### config.mk
export PLATFORM = sky130hd
export DESIGN_NAME = dioci_top
export DESIGN_NICKNAME = d
export VERILOG_FILES = /design/src/inc/dioci_pkg.sv /design/src/core/dioci_evcnt.sv /design/src/core/dioci_linesel.sv /design/src/core/dioci_top.sv
export SDC_FILE = /design/constraint.sdc
export NUM_CORES = 1
export LEC_CHECK = 0
export BUFFER_PORTS_ARGS = -buffer_cell sky130_fd_sc_hd__buf_2
export CORE_AREA = 2 2 430 432
export DETAILED_ROUTE_END_ITERATION = 10
export DIE_AREA = 0 0 432 434
export PLACE_DENSITY = 0.32
export SYNTH_ARGS = -nofsm -noshare
export SYNTH_HDL_FRONTEND = slang
export SYNTH_SLANG_ARGS = --single-unit
export TNS_END_PERCENT = 1
### constraint.sdc
create_clock -name core_clk -period 5.89 [get_ports core_clk]
set_input_delay 0.8835 -clock core_clk [delete_from_list [all_inputs] [get_ports core_clk]]
set_output_delay 0.8835 -clock core_clk [all_outputs]
set_load 0.01 [all_outputs]
### src/inc/dioci_pkg.sv
package dioci_pkg;

	localparam int DIOCI_NLINES = 64;
	localparam int DIOCI_WORD_BITS = 8;
	localparam int DIOCI_MAX_WORDS = 8;
	localparam int DIOCI_LABEL_CHARS = 16;
	localparam int DIOCI_LABEL_W = 128;
	localparam int DIOCI_EVT_W = 24;
	localparam int DIOCI_PERIOD_W = 32;

	localparam logic [23:0] DIOCI_EVT_MAX = 24'h98967f;
	localparam logic [4:0] DIOCI_EVT_DIGITS = 5'h07;
	localparam logic [4:0] DIOCI_PERIOD_DIGITS = 5'h08;
	localparam logic [4:0] DIOCI_CHAR_DIGITS = 5'h01;
	localparam logic [4:0] DIOCI_FB_ADDR_DIGITS = 5'h02;
	localparam logic [4:0] DIOCI_LABEL_MAX = 5'h10;
	localparam logic [3:0] DIOCI_WL_MIN = 4'h1;
	localparam logic [3:0] DIOCI_WL_MAX = 4'h8;

	localparam logic [63:0] DIOCI_RST_LINES = 64'h0;
	localparam logic [7:0] DIOCI_RST_FB_ADDR = 8'h00;
	localparam logic [31:0] DIOCI_RST_PERIOD = 32'h0;

	localparam logic [7:0] DIOCI_CH_0 = 8'h30;
	localparam logic [7:0] DIOCI_CH_1 = 8'h31;
	localparam logic [7:0] DIOCI_CH_I = 8'h49;
	localparam logic [7:0] DIOCI_CH_O = 8'h4f;
	localparam logic [7:0] DIOCI_CH_C = 8'h43;
	localparam logic [7:0] DIOCI_CH_D = 8'h44;
	localparam logic [7:0] DIOCI_CH_E = 8'h45;
	localparam logic [7:0] DIOCI_CH_T = 8'h54;

	typedef enum logic [4:0] {
		OP_NONE, OP_LINE_READ, OP_OUT_WRITE, OP_ACK, OP_EVT_FETCH_CLR, OP_EVT_CLR,
		OP_LABEL_WRITE, OP_PRESET_WRITE, OP_FB_ENABLE, OP_FB_DISABLE, OP_DIR_MAP_READ,
		OP_DIR_BIT_Q, OP_DIR_POS_Q, OP_STATE_HEX_Q, OP_STATE_DEC_Q, OP_MODE_Q, OP_PERIOD_Q,
		OP_UNLOCK, OP_SOFT_RESTART, OP_STREAM_CHANGE, OP_STREAM_OFF, OP_STREAM_EDGE,
		OP_STREAM_INPUT, OP_STREAM_TIMER
	} dioci_op_t;

	typedef enum logic [2:0] {ST_OK, ST_SYNTAX, ST_VALUE, ST_COMMAND, ST_PROTECT} dioci_status_t;
	typedef enum logic [1:0] {FMT_NONE, FMT_HEX, FMT_CHAR, FMT_DEC} dioci_fmt_t;
	typedef enum logic [2:0] {SM_OFF, SM_CHANGE, SM_EDGE, SM_INPUT, SM_TIMER} dioci_smode_t;
	typedef enum logic [1:0] {BOOT_DIR, BOOT_PRESET, BOOT_RUN} dioci_boot_t;

	function automatic logic [7:0] dioci_mode_char(input dioci_smode_t m);
		case (m)
			SM_CHANGE: dioci_mode_char = DIOCI_CH_C;
			SM_EDGE: dioci_mode_char = DIOCI_CH_E;
			SM_INPUT: dioci_mode_char = DIOCI_CH_I;
			SM_TIMER: dioci_mode_char = DIOCI_CH_T;
			default: dioci_mode_char = DIOCI_CH_D;
		endcase
	endfunction : dioci_mode_char

	function automatic logic [4:0] dioci_char_nibble(input logic [7:0] c);
		if (c >= 8'h30 && c <= 8'h39) begin
			dioci_char_nibble = {1'b0, c[3:0]};
		end else if ((c >= 8'h41 && c <= 8'h46) || (c >= 8'h61 && c <= 8'h66)) begin
			dioci_char_nibble = {1'b0, c[3:0] + 4'h9};
		end else begin
			dioci_char_nibble = 5'h10;
		end
	endfunction : dioci_char_nibble

endpackage : dioci_pkg

### src/core/dioci_evcnt.sv
`timescale 1ns/1ps
module dioci_evcnt (
	input wire logic core_clk,
	input wire logic resetn,
	input wire logic evt,
	input wire logic clr,
	output logic [dioci_pkg::DIOCI_EVT_W-1:0] count
);
	import dioci_pkg::*;

	logic [DIOCI_EVT_W-1:0] count_ff;
	logic [DIOCI_EVT_W-1:0] nxt_count;

	// An event in the clearing cycle is kept, so a fetch-and-clear never drops a count.
	assign nxt_count = clr ? {{(DIOCI_EVT_W-1){1'b0}}, evt} :
		(evt && count_ff != DIOCI_EVT_MAX) ? count_ff + 1'b1 : count_ff;

	always_ff @(posedge core_clk) begin
		if (!resetn) begin
			count_ff <= '0;
		end else begin
			count_ff <= nxt_count;
		end
	end

	assign count = count_ff;

endmodule : dioci_evcnt

### src/core/dioci_linesel.sv
`timescale 1ns/1ps
module dioci_linesel (
	input wire logic [7:0] char_hi,
	input wire logic [7:0] char_lo,
	input wire logic dec_form,
	input wire logic [6:0] nlines,
	output logic [5:0] idx,
	output logic ok
);
	import dioci_pkg::*;

	logic [4:0] nib_hi;
	logic [4:0] nib_lo;
	logic [7:0] val;
	logic digits_ok;

	assign nib_hi = dioci_char_nibble(char_hi);
	assign nib_lo = dioci_char_nibble(char_lo);
	// Hex bit form and decimal position form land on the same line index.
	assign val = dec_form ? 8'(nib_hi[3:0] * 4'ha + nib_lo[3:0]) : {nib_hi[3:0], nib_lo[3:0]};
	assign digits_ok = dec_form ? (nib_hi < 5'h0a && nib_lo < 5'h0a) : (!nib_hi[4] && !nib_lo[4]);
	assign ok = digits_ok && (val < {1'b0, nlines});
	assign idx = val[5:0];

endmodule : dioci_linesel

### src/core/dioci_top.sv
`timescale 1ns/1ps
// Functional notes
// - Stored stream mode applies at every power-up.
// - Stream modes need unlock, except stream off.
// - Parallel read returns the lines within the word length, word-length digits.
// - Rightmost hex digit holds lines zero to three.
// - Wrong write length gives syntax error, no change.
// - Checksummed write waits for acknowledge before driving.
// - Write bits aimed at inputs are silently dropped.
// - Event fetch reads and zeroes without losing counts.
// - Label up to sixteen characters, needs unlock.
// - Label write refuses an appended checksum.
// - Power-up loads directions, then applies output preset.
// - Fieldbus enable stores address, active after reset.
// - Power, strap release, or unlocked restart reset mode.
// - Grounded strap forces fallback link settings.
// - Fieldbus disable clears enable, effective after reset.
// - Direction map: one per output, lsb rightmost.
// - Direction queries answer I or O.
// - State queries answer 1 or 0; bad line errors.
// - Hex bit and decimal position select same line.
// - Mode query answers C, D, E, I or T.
// - Period query returns stored signed timer value.
// - Checksummed commands are echoed with checksum when they succeed.
// - Event counter saturates until cleared.
module dioci_top #(
	parameter int NLINES = dioci_pkg::DIOCI_NLINES
) (
	input wire logic core_clk,
	input wire logic resetn,
	input wire logic [3:0] word_len,
	input wire logic [63:0] line_in,
	input wire logic event_in,
	input wire logic fallback_strap_n,
	input wire logic [63:0] nv_dir_init,
	input wire logic [63:0] nv_preset_init,
	input wire dioci_pkg::dioci_smode_t nv_smode_init,
	input wire logic [31:0] nv_period_init,
	input wire logic nv_fb_en_init,
	input wire logic [7:0] nv_fb_addr_init,
	input wire logic [127:0] nv_label_init,
	input wire logic cmd_valid,
	input wire dioci_pkg::dioci_op_t cmd_op,
	input wire logic cmd_chk,
	input wire logic [63:0] cmd_hex,
	input wire logic [4:0] cmd_hex_len,
	input wire logic [7:0] cmd_sel_hi,
	input wire logic [7:0] cmd_sel_lo,
	input wire logic [127:0] cmd_text,
	input wire logic [4:0] cmd_text_len,
	output logic ready,
	output logic [63:0] line_out,
	output logic [63:0] line_oe_n,
	output logic [63:0] dir_map,
	output logic [63:0] preset,
	output dioci_pkg::dioci_smode_t stream_mode,
	output logic [31:0] stream_period,
	output logic [127:0] label,
	output logic fb_en,
	output logic [7:0] fb_addr,
	output logic fb_active,
	output logic fallback_active,
	output logic unlocked,
	output logic out_pending,
	output logic rsp_valid,
	output dioci_pkg::dioci_status_t rsp_status,
	output dioci_pkg::dioci_fmt_t rsp_fmt,
	output logic [63:0] rsp_data,
	output logic [4:0] rsp_len,
	output logic rsp_echo
);
	import dioci_pkg::*;

	function automatic logic [63:0] apply_out(input logic [63:0] cur, input logic [63:0] data,
		input logic [63:0] dir, input logic [63:0] mask);
		logic [63:0] drv;
		drv = dir & mask;
		apply_out = (cur & ~drv) | (data & drv);
	endfunction : apply_out

	dioci_boot_t boot_ff;
	dioci_smode_t smode_ff, mode_sel;
	dioci_status_t rsp_status_ff, nxt_status;
	dioci_fmt_t rsp_fmt_ff, nxt_fmt;
	logic [127:0] label_ff;
	logic [63:0] line_out_ff, dir_ff, preset_ff, pend_data_ff, oe_n_ff, rsp_data_ff, nxt_data, line_mask;
	logic [31:0] period_ff;
	logic [DIOCI_EVT_W-1:0] evt_count;
	logic [7:0] fb_addr_ff;
	logic [6:0] nlines_act;
	logic [5:0] sel_idx;
	logic [4:0] rsp_len_ff, nxt_len, digits;
	logic [3:0] wl;
	logic fb_en_ff, fb_active_ff, fallback_ff, strap_q_ff, unlock_ff, pend_ff, ready_ff, rsp_valid_ff, rsp_echo_ff;
	logic go, is_prot, prot_fail, len_ok, dec_form, sel_ok, evt_clr, label_bad, fb_bad;
	logic out_now, out_hold, ack_go, restart_go, strap_rise, mode_write;

	// Word length is clamped so a bad setup cannot select more lines than exist.
	assign wl = (word_len < DIOCI_WL_MIN) ? DIOCI_WL_MIN : (word_len > DIOCI_WL_MAX) ? DIOCI_WL_MAX : word_len;
	assign nlines_act = (7'({wl, 3'b000}) > 7'(NLINES)) ? 7'(NLINES) : 7'({wl, 3'b000});
	assign digits = 5'({wl, 1'b0});
	assign line_mask = (nlines_act >= 7'h40) ? {64{1'b1}} : ((64'h1 << nlines_act) - 64'h1);

	assign go = cmd_valid && (boot_ff == BOOT_RUN);
	assign is_prot = (cmd_op == OP_LABEL_WRITE) || (cmd_op == OP_PRESET_WRITE) ||
		(cmd_op == OP_FB_ENABLE) || (cmd_op == OP_FB_DISABLE) || (cmd_op == OP_SOFT_RESTART) ||
		(cmd_op == OP_STREAM_CHANGE) || (cmd_op == OP_STREAM_EDGE) ||
		(cmd_op == OP_STREAM_INPUT) || (cmd_op == OP_STREAM_TIMER);
	assign prot_fail = is_prot && !unlock_ff;
	assign len_ok = (cmd_hex_len == digits);
	assign dec_form = (cmd_op == OP_DIR_POS_Q) || (cmd_op == OP_STATE_DEC_Q);
	assign label_bad = cmd_chk || (cmd_text_len > DIOCI_LABEL_MAX);
	assign fb_bad = (cmd_hex_len != DIOCI_FB_ADDR_DIGITS);

	assign evt_clr = go && ((cmd_op == OP_EVT_FETCH_CLR) || (cmd_op == OP_EVT_CLR));
	assign out_now = go && (cmd_op == OP_OUT_WRITE) && len_ok && !cmd_chk;
	assign out_hold = go && (cmd_op == OP_OUT_WRITE) && len_ok && cmd_chk;
	assign ack_go = go && (cmd_op == OP_ACK) && pend_ff;
	assign restart_go = go && (cmd_op == OP_SOFT_RESTART) && unlock_ff;
	assign strap_rise = fallback_strap_n && !strap_q_ff;
	assign mode_write = go && !prot_fail && ((cmd_op == OP_STREAM_CHANGE) || (cmd_op == OP_STREAM_OFF) ||
		(cmd_op == OP_STREAM_EDGE) || (cmd_op == OP_STREAM_INPUT) || (cmd_op == OP_STREAM_TIMER));

	assign mode_sel = (cmd_op == OP_STREAM_CHANGE) ? SM_CHANGE : (cmd_op == OP_STREAM_EDGE) ? SM_EDGE :
		(cmd_op == OP_STREAM_INPUT) ? SM_INPUT : (cmd_op == OP_STREAM_TIMER) ? SM_TIMER : SM_OFF;

	dioci_linesel u_linesel (
		.char_hi(cmd_sel_hi),
		.char_lo(cmd_sel_lo),
		.dec_form(dec_form),
		.nlines(nlines_act),
		.idx(sel_idx),
		.ok(sel_ok)
	);

	dioci_evcnt u_evcnt (
		.core_clk(core_clk),
		.resetn(resetn),
		.evt(event_in),
		.clr(evt_clr),
		.count(evt_count)
	);

	always_comb begin
		nxt_status = ST_OK;
		nxt_fmt = FMT_NONE;
		nxt_data = '0;
		nxt_len = '0;
		if (prot_fail) begin
			nxt_status = ST_PROTECT;
		end else begin
			case (cmd_op)
				OP_LINE_READ: begin
					nxt_fmt = FMT_HEX;
					nxt_data = line_in & line_mask;
					nxt_len = digits;
				end
				OP_OUT_WRITE: begin
					if (!len_ok) begin
						nxt_status = ST_SYNTAX;
					end
				end
				OP_ACK: begin
					if (!pend_ff) begin
						nxt_status = ST_COMMAND;
					end
				end
				OP_EVT_FETCH_CLR: begin
					nxt_fmt = FMT_DEC;
					nxt_data = 64'(evt_count);
					nxt_len = DIOCI_EVT_DIGITS;
				end
				OP_LABEL_WRITE: begin
					if (label_bad) begin
						nxt_status = ST_SYNTAX;
					end
				end
				OP_FB_ENABLE: begin
					if (fb_bad) begin
						nxt_status = ST_SYNTAX;
					end
				end
				OP_DIR_MAP_READ: begin
					nxt_fmt = FMT_HEX;
					nxt_data = dir_ff & line_mask;
					nxt_len = digits;
				end
				OP_DIR_BIT_Q, OP_DIR_POS_Q: begin
					if (!sel_ok) begin
						nxt_status = ST_VALUE;
					end else begin
						nxt_fmt = FMT_CHAR;
						nxt_data = {56'h0, dir_ff[sel_idx] ? DIOCI_CH_O : DIOCI_CH_I};
						nxt_len = DIOCI_CHAR_DIGITS;
					end
				end
				OP_STATE_HEX_Q, OP_STATE_DEC_Q: begin
					if (!sel_ok) begin
						nxt_status = ST_VALUE;
					end else begin
						nxt_fmt = FMT_CHAR;
						nxt_data = {56'h0, line_in[sel_idx] ? DIOCI_CH_1 : DIOCI_CH_0};
						nxt_len = DIOCI_CHAR_DIGITS;
					end
				end
				OP_MODE_Q: begin
					nxt_fmt = FMT_CHAR;
					nxt_data = {56'h0, dioci_mode_char(smode_ff)};
					nxt_len = DIOCI_CHAR_DIGITS;
				end
				OP_PERIOD_Q: begin
					nxt_fmt = FMT_DEC;
					nxt_data = {{32{period_ff[31]}}, period_ff};
					nxt_len = DIOCI_PERIOD_DIGITS;
				end
				OP_NONE: begin
					nxt_status = ST_COMMAND;
				end
				default: begin
					nxt_status = ST_OK;
				end
			endcase
		end
	end

	// Boot sequencing: directions first, preset second, so the preset never drives an input line.
	always_ff @(posedge core_clk) begin
		if (!resetn) begin
			boot_ff <= BOOT_DIR;
			ready_ff <= 1'b0;
			dir_ff <= DIOCI_RST_LINES;
			preset_ff <= DIOCI_RST_LINES;
			smode_ff <= SM_OFF;
			period_ff <= DIOCI_RST_PERIOD;
			label_ff <= '0;
			fb_en_ff <= 1'b0;
			fb_addr_ff <= DIOCI_RST_FB_ADDR;
		end else begin
			case (boot_ff)
				BOOT_DIR: begin
					dir_ff <= nv_dir_init;
					preset_ff <= nv_preset_init;
					smode_ff <= nv_smode_init;
					period_ff <= nv_period_init;
					label_ff <= nv_label_init;
					fb_en_ff <= nv_fb_en_init;
					fb_addr_ff <= nv_fb_addr_init;
					boot_ff <= BOOT_PRESET;
				end
				BOOT_PRESET: begin
					boot_ff <= BOOT_RUN;
					ready_ff <= 1'b1;
				end
				BOOT_RUN: begin
					if (mode_write) begin
						smode_ff <= mode_sel;
					end
					if (go && !prot_fail && cmd_op == OP_PRESET_WRITE && len_ok) begin
						preset_ff <= cmd_hex;
					end
					if (go && !prot_fail && cmd_op == OP_LABEL_WRITE && !label_bad) begin
						label_ff <= cmd_text;
					end
					if (go && !prot_fail && cmd_op == OP_FB_ENABLE && !fb_bad) begin
						fb_addr_ff <= cmd_hex[7:0];
						fb_en_ff <= 1'b1;
					end
					if (go && !prot_fail && cmd_op == OP_FB_DISABLE) begin
						fb_en_ff <= 1'b0;
					end
				end
				default: begin
					boot_ff <= BOOT_DIR;
				end
			endcase
		end
	end

	// Outputs change only on the preset load, a direct write or an acknowledge; restart leaves them alone.
	always_ff @(posedge core_clk) begin
		if (!resetn) begin
			line_out_ff <= DIOCI_RST_LINES;
			pend_ff <= 1'b0;
			pend_data_ff <= DIOCI_RST_LINES;
			oe_n_ff <= {64{1'b1}};
		end else begin
			oe_n_ff <= ~(dir_ff & line_mask);
			if (boot_ff == BOOT_PRESET) begin
				line_out_ff <= apply_out(DIOCI_RST_LINES, preset_ff, dir_ff, line_mask);
			end else if (out_now) begin
				line_out_ff <= apply_out(line_out_ff, cmd_hex, dir_ff, line_mask);
			end else if (ack_go) begin
				line_out_ff <= apply_out(line_out_ff, pend_data_ff, dir_ff, line_mask);
			end
			if (out_hold) begin
				pend_ff <= 1'b1;
				pend_data_ff <= cmd_hex;
			end else if (ack_go || out_now) begin
				pend_ff <= 1'b0;
			end
		end
	end

	// The active protocol follows the stored enable only at a reset event, never on the store itself.
	always_ff @(posedge core_clk) begin
		if (!resetn) begin
			fb_active_ff <= 1'b0;
			fallback_ff <= 1'b0;
			strap_q_ff <= 1'b1;
			unlock_ff <= 1'b0;
		end else begin
			strap_q_ff <= fallback_strap_n;
			fallback_ff <= !fallback_strap_n;
			if (boot_ff == BOOT_PRESET || restart_go || strap_rise) begin
				fb_active_ff <= fb_en_ff;
			end
			if (go) begin
				unlock_ff <= (cmd_op == OP_UNLOCK);
			end
		end
	end

	always_ff @(posedge core_clk) begin
		if (!resetn) begin
			rsp_valid_ff <= 1'b0;
			rsp_status_ff <= ST_OK;
			rsp_fmt_ff <= FMT_NONE;
			rsp_data_ff <= '0;
			rsp_len_ff <= '0;
			rsp_echo_ff <= 1'b0;
		end else begin
			rsp_valid_ff <= go;
			if (go) begin
				rsp_status_ff <= nxt_status;
				rsp_fmt_ff <= nxt_fmt;
				rsp_data_ff <= nxt_data;
				rsp_len_ff <= nxt_len;
				rsp_echo_ff <= cmd_chk && (nxt_status == ST_OK);
			end
		end
	end

	assign ready = ready_ff;
	assign line_out = line_out_ff;
	assign line_oe_n = oe_n_ff;
	assign dir_map = dir_ff;
	assign preset = preset_ff;
	assign stream_mode = smode_ff;
	assign stream_period = period_ff;
	assign label = label_ff;
	assign fb_en = fb_en_ff;
	assign fb_addr = fb_addr_ff;
	assign fb_active = fb_active_ff;
	assign fallback_active = fallback_ff;
	assign unlocked = unlock_ff;
	assign out_pending = pend_ff;
	assign rsp_valid = rsp_valid_ff;
	assign rsp_status = rsp_status_ff;
	assign rsp_fmt = rsp_fmt_ff;
	assign rsp_data = rsp_data_ff;
	assign rsp_len = rsp_len_ff;
	assign rsp_echo = rsp_echo_ff;

endmodule : dioci_top

Word-level counts from Yosys, hierarchy flattened
Cells that the tools add are included. W data, S select, Z words.

Logic and storage cells: 236. Bits in registers: 600. Output and inout bits: 509.

Add/sub/neg operators: 5. Multipliers: 1. Reductions and logical operators: 79. Muxes and demuxes: 57. $lt $le $gt $ge: 21. Equality and inequality tests: 37. Shifts and indexed selects: 1. Bitwise operators: 10.

Operator list (number): $pmux W64 S7 (1); $and A64 B64 Y64 (6); $mux W64 (6); $pmux W128 S2 (1); $mux W128 (1); $or A64 B64 Y64 (2); $pmux W64 S2 (1); $not A64 Y64 (1); $shl A1 B7 Y64 const A (1); $sub A64 B1 Y64 const B (1); $eq A5 B4 Y1 const B (8); $eq A5 B5 Y1 const B (8); $ge A8 B7 Y1 const B (4); $le A8 B7 Y1 const B (4); $logic_and A1 B1 Y1 (32); $mux W5 (5); $pmux W5 S5 (1); $add A24 B1 Y24 const B (1); $ne A24 B24 Y1 const B (1); $mux W3 (7); $eq A5 B3 Y1 const B (4); $logic_or A1 B1 Y1 (20); $pmux W5 S4 (1); $ge A8 B6 Y1 const B (2); other kinds (47) (92).

Depth between registers and ports, before layout
Gate-level depths: netlist of run 1.

Word-level depth: 17. Depth in mapped cells: 25. Depth with buffers taken out: 25.

Hierarchy
From an unflattened synthesis of run 1, not the netlist that was laid out.

Cell total of the unflattened synthesis: 3310. Area total of the unflattened synthesis: 27521.4 um^2.

Modules (own cells, without submodules): dioci_top (cells each 3046, times used 1, area each 25364.3 um^2, sequential area each 11531.1 um^2); dioci_evcnt (cells each 143, times used 1, area each 1242.4 um^2, sequential area each 480.5 um^2); dioci_linesel (cells each 121, times used 1, area each 914.6 um^2, sequential area each 0.0 um^2).

Worst setup path before layout of run 1
Ideal clock, no wire load.

Kind: in2reg. From: in cmd_sel_hi[3]. To: reg rsp_data_ff[0] (netlist: rsp_data[0]). Buffers on the path: 1. Library setup time: 0.070 ns. Data arrival time: 5.731 ns. Slack: 0.089 ns. Data required time: 5.820 ns. Stages: 23. Cells stage by stage: buf_2 or4b_1 a31oi_2 a21oi_1 or2_1 inv_1 ha_1 inv_1 xnor2_1 ha_1 nand2_1 or2_2 a21oi_1 o21bai_1 inv_1 ha_1 nor4_1 nand4_1 a2111oi_0 o21ai_0 a2111oi_4 nand4_1 a21oi_1.

Cells in the longest elaborated chain, start to end: 14. Elaborated cells between the ends (all ways): 30.

Ends and longest elaborated chain: start, declared (line dioci_top.sv:47) `input wire logic [7:0] cmd_sel_hi,`; $ge A8 B7 Y1 or $le A8 B7 Y1 (tied branches) (line dioci_pkg.sv:59) `end else if ((c >= 8'h41 && c <= 8'h46) || (c >= 8'h61 && c <= 8'h66)) begin`; $logic_and A1 B1 Y1 (line dioci_pkg.sv:59); $logic_or A1 B1 Y1 (line dioci_pkg.sv:59); $mux W5 (line dioci_pkg.sv:59); $mux W5 * (line dioci_pkg.sv:57) `if (c >= 8'h30 && c <= 8'h39) begin`; $mul A4 B3 Y7 (line dioci_linesel.sv:20) `assign val = dec_form ? 8'(nib_hi[3:0] * 4'ha + nib_lo[3:0]) : {nib_hi[3:0], nib_lo[3:0]};`; $add A8 B4 Y8 (line dioci_linesel.sv:20); $mux W8 (line dioci_linesel.sv:20); $bmux W1 S6 (line dioci_top.sv:202) `nxt_data = {56'h0, line_in[sel_idx] ? DIOCI_CH_1 : DIOCI_CH_0};`; $mux W1 (not written as such) (line dioci_top.sv:202); $mux W1 (line dioci_top.sv:202); $mux W6 (line dioci_top.sv:198) `if (!sel_ok) begin`; $pmux W64 S7 * (line dioci_top.sv:152) `case (cmd_op)`; $mux W64 * (line dioci_top.sv:149) `if (prot_fail) begin`; end signal, assigned (line dioci_top.sv:336) `rsp_data_ff <= nxt_data;`; end, declared (line dioci_top.sv:86) `logic [63:0] line_out_ff, dir_ff, preset_ff, pend_data_ff, oe_n_ff, rsp_data_ff, nxt_data, line_mask;`.

Every way passes the cells marked *; elsewhere a longest branch is shown, timed or not. The select of a mux whose other input is x is not followed. A chain may end at the register's enable or synchronous reset.

Worst setup path after layout of run 1
From: in cmd_sel_hi[7]. To: reg rsp_data_ff[5] (netlist: rsp_data[5]).

Cells in the longest elaborated chain, start to end: 13. Elaborated cells between the ends (all ways): 25.

Ends and longest elaborated chain: $ge A8 B7 Y1 or $le A8 B7 Y1 (tied branches) (line dioci_pkg.sv:59); $logic_and A1 B1 Y1 (line dioci_pkg.sv:59); $logic_or A1 B1 Y1 (line dioci_pkg.sv:59); $mux W5 (line dioci_pkg.sv:59); $mux W5 * (line dioci_pkg.sv:57); $mul A4 B3 Y7 (line dioci_linesel.sv:20); $add A8 B4 Y8 (line dioci_linesel.sv:20); $mux W8 (line dioci_linesel.sv:20); $lt A8 B7 Y1 (line dioci_linesel.sv:22) `assign ok = digits_ok && (val < {1'b0, nlines});`; $logic_and A1 B1 Y1 * (line dioci_linesel.sv:22); $mux W6 * (line dioci_top.sv:198); $pmux W64 S7 * (line dioci_top.sv:152); $mux W64 * (line dioci_top.sv:149).

Every way passes the cells marked *; elsewhere a longest branch is shown, timed or not.

==> results of run 1 <==
## worst max-delay path: stages
cell and delay (ns):
buf_2 0.10, or4b_1 0.54, a31oi_2 0.21, a21oi_1 0.12
or2_1 0.27, inv_1 0.06, ha_1 0.19, inv_1 0.09
xnor2_1 0.14, ha_1 0.30, nand2_1 0.06, or2_2 0.29
a21oi_1 0.13, o21bai_1 0.15, inv_1 0.09, ha_1 0.19
nor4_1 0.30, buf_4 0.16, nand4_1 0.09, a2111oi_1 0.41
buf_4 0.18, o21ai_0 0.11, buf_4 0.17, a2111oi_4 0.39
o21ai_0 0.16, a21boi_1 0.17
## cell families (layout without fill, tap and decap cells)
logic type | after synthesis | in the layout
other cells | 1 | 25
fa+ha+maj | 20 | 20
flops | 600 | 600
simple gates | 1465 | 1465
mux | 68 | 68
xor+xnor | 35 | 35
compound gates | 949 | 949
buf+inv | 307 | 1393
## routing by layer
metal	GRT usage	up-vias	share of wire
li1	-	14300	-
met1	0.215	15200	0.38
met2	0.355	1100	0.52
met3	0.0463	319	0.061
met4	0.0658	42	0.031
met5	0	-	0.0014
## path summary, 6_finish.rpt
kind	cells past startpoint	to	slack (ns)	from
setup / recovery	26	rsp_data[5]	0.61	cmd_sel_hi[7]
hold / removal	2	strap_q_ff	0.39	fallback_strap_n
setup reg to reg	9	label[110]	2.15	boot_ff[1]
hold reg to reg	2	pend_data_ff[63]	0.46	pend_data_ff[63]
## metrics by stage
stage               worst slack (ns)  cells  hold slack, ns  TNS (ns)
CTS                            0.539   6916           0.318         0
global placement              -0.146   6760           0.445    -0.826
global route                  0.0404   6929           0.385         0
finish                         0.609   6940           0.395         0
detailed placement            -0.241   6760           0.457     -1.24
floorplan                     0.0893   3445           0.441         0
## synthesized netlist by cell type, drive strengths merged, types with 14 or more instances
cell and n:
nand2 926, dfxtp 600, clkbuf 248, nand3 225
o211a 207, a21boi 184, a21oi 163, a22oi 105
nor2b 92, nor2 86, o21ai 77, mux2i 38
buf 33, and2 31, nand4 29, a31oi 27
a222oi 25, inv 25, o21a 25, a211oi 24
mux4 24, o22ai 23, a311o 22, xor2 20
ha 19, xnor2 15, nand2b 14, nor3 14
## cell type report
| cell class | count | area share |
|---|---|---|
| inverters | 26 | 0.00244 |
| repair buffers | 1211 | 0.161 |
| diodes | 24 | 0.00150 |
| clock buffers | 127 | 0.0636 |
| flip-flops and latches | 600 | 0.300 |
| multi-input cells | 2538 | 0.385 |
| clock inverters | 29 | 0.0116 |
| well taps | 2385 | 0.0746 |
## power by group through the flow
| stage | logic (uW) | registers, uW | clock network, uW |
|---|---|---|---|
| 2_1_floorplan | 995 | 4810 | 0 |
| 3_3_place_gp | 2420 | 4820 | 0 |
| 3_5_place_dp | 2420 | 4830 | 0 |
| 4_1_cts | 2430 | 4740 | 5830 |
| 5_1_grt | 2580 | 4770 | 5980 |
| 6_report | 2370 | 4750 | 5650 |
## repair_timing
item,in CTS,in global routing
setup endpoints to repair,0,5
hold endpoints to repair,0,0
setup buffers,0,0
resized for setup,0,2
==> flow_metrics.py, run 1 <==
metrics = {
    "pwr": {
        "power_density_nw_per_um2": 319,
        "clockPowerShare": 0.443,
        "power_leakage_uw": 0.0184,
        "vdd_ir_drop_max_mv": 0.194,
        "power_uw": 12800,
        "seqPwrFrac": 0.372,
        "p_sw_uw": 4110,
        "pwr-share-comb": 0.186,
        "internal_power_uw": 8660,
        "swShare": 0.322,
    },
    "setup_path": {
        "end_kind": "register",
        "worstPathArrival_ns": 5.94,
        "cp_max_fo": 5,
        "crit_path_start_kind": "input pin",
        "criticalPathCategory": "in2reg",
        "worstPathRequired_ns": 6.55,
    },
    "finish": {
        "drive_gt1_frac": 0.315,
        "final_common_cell": "buf_2",
        "final_cell_mix": "buf_2 (1,104), nand2_1 (924), dfxtp_1 (600)",
        "postLayoutCoreUtil": 0.219,
        "regArea_um2": 12000,
        "syn_to_final_growth_pct": 40.6,
        "num-nets-final": 5079,
        "postLayoutCellArea_um2": 40000,
        "nFillCells": 20500,
        "multi_input_area_um2": 15400,
    },
    "logic_synthesis": {
        "avgSynthCellArea_um2": 8.26,
        "ys_seq_elements": 600,
        "synth-simple-area-share": 0.227,
        "synth_xor_area_frac": 0.0108,
        "synth_mux_area_frac": 0.0347,
        "async_reset_ff_frac": 0,
        "synth_top_family_by_area": "compound AO/OA/AOI/OAI gates",
        "synth_fp_nets": 4062,
        "synth_top_area_cell": "dfxtp_1",
        "synth_ff_type": "dfxtp_1",
        "synth_cell_types": 84,
        "synth_compound_area_frac": 0.254,
        "synth_area_leaders": "dfxtp_1 (42%), nand2_1 (12%), o211a_1 (7.3%)",
        "synthesis.yosys.warnings": 0,
        "synth_edf_count": 0,
        "netlist_area_um2": 28500,
        "synth-adder-area-share": 0.00906,
        "syn_inst": 3445,
        "synth-seq-area-share": 0.422,
        "synth_top_cell_area_share": 0.422,
    },
    "placed_design": {
        "place.port_buffers": 1105,
        "place_hpwl_um": 147000,
        "placed_area_um2": 36900,
        "place_congestion": 0.855,
    },
    "timing": {
        "slew_headroom": 0.256,
        "worst_pin_slew_ns": 1.12,
        "finalSetupViolations": 0,
        "min_period_over_period": 0.897,
        "clock_skew_ns": 0.0262,
        "max_freq_mhz": 189,
        "hold_violations": 0,
        "rsz0062_at_grt": "no",
        "finalMaxSlewViolations": 0,
        "final.min_clock_period_ns": 5.28,
    },
    "routing": {
        "vias_per_cell": 4.47,
        "drc": 0,
        "wl_per_cell_um": 27.2,
        "ant_nets": 0,
        "drt-initial-drc-count": 2086,
        "wl_um": 189000,
        "vias": 31000,
        "first_pass_iters": 7,
    },
    "status": {
        "status": "complete, no violations",
    },
    "grt": {
        "grt_overflow": 0,
        "antenna_found_initial": 88,
        "grtUsageTotal": 0.193,
        "grt_pass1_vias": 30900,
        "grt_pass1_wl_um": 255000,
        "grt_max_degree": 152,
    },
    "clock_network": {
        "cts_hold_buf": 0,
        "cts_max_path_buffers": 3,
        "clk_pin_slew_ns": 0.05,
        "cts-htree-levels": 3,
        "clock_latency_ns": 0.73,
        "cts_sinks": 600,
        "clock-root-buffer": "clkbuf_16",
        "cts-buffers-inserted": 85,
        "cts_tree": "done",
    },
    "die": {
        "io_pins": 1106,
        "dieWidth_um": 432,
        "die_h_um": 434,
        "core_area_um2": 182000,
        "rows": 157,
        "die-area_um2": 187000,
        "start_util": 0.156,
    },
    "job": {
        "drv_cap": 0,
    },
    "worst_hold_path": {
        "hold_path.class": "in2reg",
    },
}
(Power assumes the default switching activity.)
==> inputs of run 2 (changes only) <==
Settings changed: MAX_ROUTING_LAYER set to met4.
==> flow_metrics.py, run 2 (synthesis results as in run 1) <==
metrics = {
    "setup_path": {
        "cp_max_fo": 5,
        "worstPathArrival_ns": 6.08,
        "criticalPathCategory": "in2reg",
        "crit_slowest_cell": "a2111oi_0",
        "crit_path_start_kind": "input pin",
        "worstPathRequired_ns": 6.55,
        "end_kind": "register",
        "max_stage_delay_ns": 0.54,
    },
    "pwr": {
        "power_leakage_uw": 0.0183,
        "vdd_ir_drop_max_mv": 0.183,
        "power_uw": 12300,
        "power_density_nw_per_um2": 308,
    },
    "clock_network": {
        "cts-htree-levels": 3,
        "cts_hold_buf": 0,
        "clock_latency_ns": 0.73,
        "clk_pin_slew_ns": 0.06,
        "cts_setup_buffers": 0,
        "cts_resized": 0,
        "cts_sinks": 600,
        "cts-buffers-inserted": 84,
        "cts_tree": "done",
        "clock-root-buffer": "clkbuf_16",
        "cts_max_path_buffers": 3,
    },
    "timing": {
        "hold_violations": 0,
        "min_period_over_period": 0.920,
        "final.min_clock_period_ns": 5.42,
        "fin_ws_ns": 0.469,
        "finalMaxSlewViolations": 0,
        "worst_pin_slew_ns": 1.15,
        "setup_tns_ns": 0,
        "slew_headroom": 0.234,
        "rsz0062_at_grt": "no",
        "max_freq_mhz": 184,
        "finalSetupViolations": 0,
        "clock_skew_ns": 0.0258,
    },
    "placed_design": {
        "placed_area_um2": 37100,
        "place.port_buffers": 1105,
        "place_ws_ns": -0.282,
        "place_hpwl_um": 149000,
        "dp.cells": 6784,
        "place_congestion": 0.884,
    },
    "die": {
        "start_util": 0.156,
        "dieWidth_um": 432,
        "die_h_um": 434,
        "die-area_um2": 187000,
        "io_pins": 1106,
        "rows": 157,
        "core_area_um2": 182000,
    },
    "grt": {
        "antenna_found_initial": 90,
        "grt_max_degree": 123,
        "grt_pass1_wl_um": 255000,
        "grtUsageTotal": 0.200,
        "grt_overflow": 0,
        "grt_pass1_vias": 30600,
    },
    "routing": {
        "vias": 30900,
        "wl_per_cell_um": 27.3,
        "ant_nets": 0,
        "wl_um": 191000,
        "first_pass_iters": 6,
        "drc": 0,
        "drt-initial-drc-count": 1934,
        "vias_per_cell": 4.43,
    },
    "finish": {
        "final_cell_mix": "buf_2 (1,104), nand2_1 (924), dfxtp_1 (600)",
        "postLayoutCellArea_um2": 40000,
        "final_common_cell": "buf_2",
        "drive_gt1_frac": 0.315,
        "nFillCells": 20600,
        "syn_to_final_growth_pct": 40.4,
        "num-nets-final": 5102,
        "instances_no_fill": 6984,
    },
    "job": {
        "drv_cap": 0,
    },
    "status": {
        "status": "complete, no violations",
    },
    "worst_hold_path": {
        "hold_path.class": "in2reg",
    },
}
## run 2: cell count changes in the layout (fill, tap and decap cells not counted), sizes merged
| cell | delta |
|---|---|
| buf | +24 |
| bufinv | -8 |
| clkbuf | +3 |
| clkinv | -1 |
| diode | +28 |
| inv | -2 |
## run 2: cell type report
class	instances	area [um^2]	share of cell area
multi-input combinational	2538	15400	0.385
sequential	600	12000	0.301
timing repair buffer	1235	6650	0.167
tap	2385	2980	0.0747
clock buffer	130	2450	0.0614
clock inverter	18	228	0.00570
antenna	52	130	0.00326
inverter	26	97.6	0.00244
## run 2: stage by stage
step                 util  hold WS (ns)
finish              0.219         0.407
global route        0.219         0.369
CTS                 0.218         0.314
detailed placement  0.204         0.456
global placement    0.204         0.448
floorplan               -         0.441
## run 2: worst paths after layout
kind / startpoint / cells after the start / endpoint / slack [ns]
setup / recovery: cmd_sel_hi[7] / 26 / rsp_data[5] / 0.47
hold / removal: nv_dir_init[9] / 3 / dir_map[9] / 0.41
setup reg to reg: boot_ff[1] / 9 / rsp_data[35] / 2.03
hold reg to reg: pend_data_ff[49] / 2 / pend_data_ff[49] / 0.46
## run 2: per-layer routing
layer	vias up	global-route usage	wire length, um
met1	15200	0.219	74700
met2	1078	0.358	99900
li1	14400	-	-
met3	248	0.0432	10500
met4	0	0.0635	5490
met5	-	-	0
## run 2: worst max-delay path, delay by kind of cell
family | cells | cell delay [ns]
adders and majority gates | 3 | 0.69
buffers and inverters | 7 | 0.87
xor gates and xnor gates | 1 | 0.13
AOI/OAI and AO/OA | 9 | 1.99
and+or+nand+nor | 6 | 1.52
## run 2: where the power goes
part / internal (uW) / switching, uW / leakage, uW / total (uW)
Clock: 2960 / 2180 / 0.00131 / 5140
Sequential: 4380 / 371 / 0.00492 / 4750
Combinational: 880 / 1530 / 0.0121 / 2410
==> inputs of run 3 (changes only) <==
Settings changed: ABC_AREA set to 1, BUFFER_PORTS_ARGS -buffer_cell sky130_fd_sc_hd__buf_2 to unset, CORE_AREA 2 2 430 432 to 2 2 426 428, DIE_AREA 0 0 432 434 to 0 0 428 430, DONT_BUFFER_PORTS set to 1, PLACE_DENSITY 0.32 to 0.3.
==> flow_metrics.py, run 3 <==
metrics = {
    "routing": {
        "drt-initial-drc-count": 1958,
        "ant_nets": 0,
        "vias_per_cell": 4.53,
        "drc": 0,
        "vias": 28200,
        "wl_per_cell_um": 28.4,
        "wl_um": 177000,
        "first_pass_iters": 7,
    },
    "logic_synthesis": {
        "synth_cell_types": 53,
        "synth_ff_type": "dfxtp_1",
        "synth_top_area_cell": "dfxtp_1",
        "async_reset_ff_frac": 0,
        "synthesis.yosys.warnings": 0,
        "synth.most_common_cell": "nand2_1",
        "synth_fp_nets": 4554,
        "netlist_area_um2": 27900,
        "synth_common_cells": "nand2_1 (1,035), dfxtp_1 (600), o21ai_0 (396)",
        "synth-seq-area-share": 0.430,
        "ys_seq_elements": 600,
        "synth_edf_count": 0,
        "syn_inst": 3937,
        "synth_top_cell_area_share": 0.430,
        "avgSynthCellArea_um2": 7.10,
        "synth_area_leaders": "dfxtp_1 (43%), nand2_1 (14%), o21ai_0 (7.1%)",
    },
    "timing": {
        "finalSetupViolations": 0,
        "slew_headroom": -0.393,
        "worst_pin_slew_ns": 2.09,
        "hold_violations": 0,
        "clock_skew_ns": 0.0500,
        "min_period_over_period": 0.752,
        "final.min_clock_period_ns": 4.43,
        "max_freq_mhz": 226,
        "finalMaxSlewViolations": 177,
        "rsz0062_at_grt": "no",
        "whs_ns": 0.231,
        "setup_tns_ns": 0,
    },
    "setup_path": {
        "critical_path.top_delay_family": "simple AND/OR/NAND/NOR gates",
        "worstPathRequired_ns": 6.54,
        "cp_common_cell": "nand2_1",
        "worstPathArrival_ns": 5.08,
        "crit_slowest_cell": "ha_1",
        "criticalPathCategory": "in2reg",
        "critPathBufInv": 6,
        "end_kind": "register",
        "max_stage_delay_ns": 0.34,
        "crit_path_start_kind": "input pin",
        "cp_max_fo": 5,
    },
    "pwr": {
        "vdd_ir_drop_max_mv": 0.226,
        "power_density_nw_per_um2": 361,
        "power_leakage_uw": 0.0121,
    },
    "clock_network": {
        "cts_tree": "done",
        "cts_resized": 0,
        "cts-htree-levels": 3,
        "cts_sinks": 600,
        "cts_setup_buffers": 0,
        "clk_pin_slew_ns": 0.05,
        "cts_hold_buf": 0,
        "clock_latency_ns": 0.74,
        "clock-root-buffer": "clkbuf_16",
        "cts-buffers-inserted": 83,
        "cts_max_path_buffers": 3,
    },
    "finish": {
        "final_common_cell": "nand2_1",
        "syn_to_final_growth_pct": 17.8,
        "drive_gt1_frac": 0.0613,
        "instances_no_fill": 6222,
        "final_cell_mix": "nand2_1 (1,029), dfxtp_1 (600), o21ai_0 (396)",
        "nFillCells": 20600,
        "num-nets-final": 4383,
    },
    "job": {
        "drv_cap": 0,
    },
    "die": {
        "io_pins": 1106,
        "start_util": 0.155,
        "die_h_um": 430,
        "rows": 156,
        "core_area_um2": 180000,
        "dieWidth_um": 428,
        "die-area_um2": 184000,
    },
    "grt": {
        "grtUsageTotal": 0.190,
        "grt_pass1_vias": 27200,
        "antenna_found_initial": 24,
        "grt_pass1_wl_um": 239000,
        "grt_overflow": 0,
        "grt_max_degree": 437,
    },
    "placed_design": {
        "place.port_buffers": 0,
        "place_congestion": 0.874,
        "place_hpwl_um": 136000,
        "dp.cells": 6051,
    },
    "worst_hold_path": {
        "hold_path.class": "in2reg",
    },
    "status": {
        "failed_checks": "max-slew violations",
        "status": "finished, violations left",
    },
}
-- run 3: cells by family (layout without fill, tap and decap cells) --
group	Yosys count	count (layout)	share of synthesized area
xor gates and xnor gates	9	9	0.00282
and+or+nand+nor	1531	1531	0.226
buffers and inverters	605	501	0.0885
adders and majority gates	20	20	0.00923
other	1	20	0.000134
AOI/OAI and AO/OA	1171	1171	0.243
DFF	600	600	0.430
-- run 3: final cells by class --
type | instances | area, um^2 | share of cell area
repair buffers | 43 | 360 | 0.0109
clock buffers | 127 | 2510 | 0.0761
well taps | 2370 | 2970 | 0.0901
inverters | 306 | 1170 | 0.0356
diodes | 19 | 47.5 | 0.00144
clock inverters | 25 | 298 | 0.00905
multi-input cells | 2732 | 13600 | 0.412
flip-flops and latches | 600 | 12000 | 0.365
-- run 3: worst reg2reg max path: stages (launching register included) --
cell and delay (ns):
dfxtp_1 0.41, inv_1 0.13, nor2_4 0.70, inv_6 0.43
nand2_4 0.86, o2111ai_1 0.53, a21oi_1 0.21
-- run 3: layer usage --
layer / track usage / vias up / share of wire / routed length [um]
met2: 0.332 / 1029 / 0.51 / 90400
met4: 0.0659 / 0 / 0.033 / 5760
li1: - / 13100 / - / -
met5: - / - / 0 / 0
met1: 0.209 / 13800 / 0.39 / 69500
met3: 0.0461 / 200 / 0.064 / 11200
-- run 3: final timing paths --
kind	startpoint	endpoint	slack (ns)	depth (start not counted)
min reg2reg	u_evcnt.count[4]	u_evcnt.count[4]	0.48	2
min	fallback_strap_n	fallback_active	0.23	1
max reg2reg	boot_ff[0]	register	2.54	6
max	cmd_sel_hi[0]	rsp_data[0]	1.46	32
-- run 3: where the power goes --
group	switching (uW)	internal (uW)	total, uW
clock network	2160	3150	5310
registers	605	4410	5010
logic	1170	385	1560
-- run 3: per-stage QoR --
| step | util | power [uW] | cell area (um^2) | worst slack, ns |
|---|---|---|---|---|
| CTS | 0.183 | 12100 | 32900 | 1.52 |
| global route | 0.183 | 12400 | 32900 | 0.942 |
| detailed placement | 0.167 | 6700 | 30100 | 0.713 |
| finish | 0.183 | 11900 | 32900 | 1.46 |
| floorplan | - | 5880 | 27900 | 1.66 |
| global placement | 0.167 | 6700 | 30100 | 0.751 |
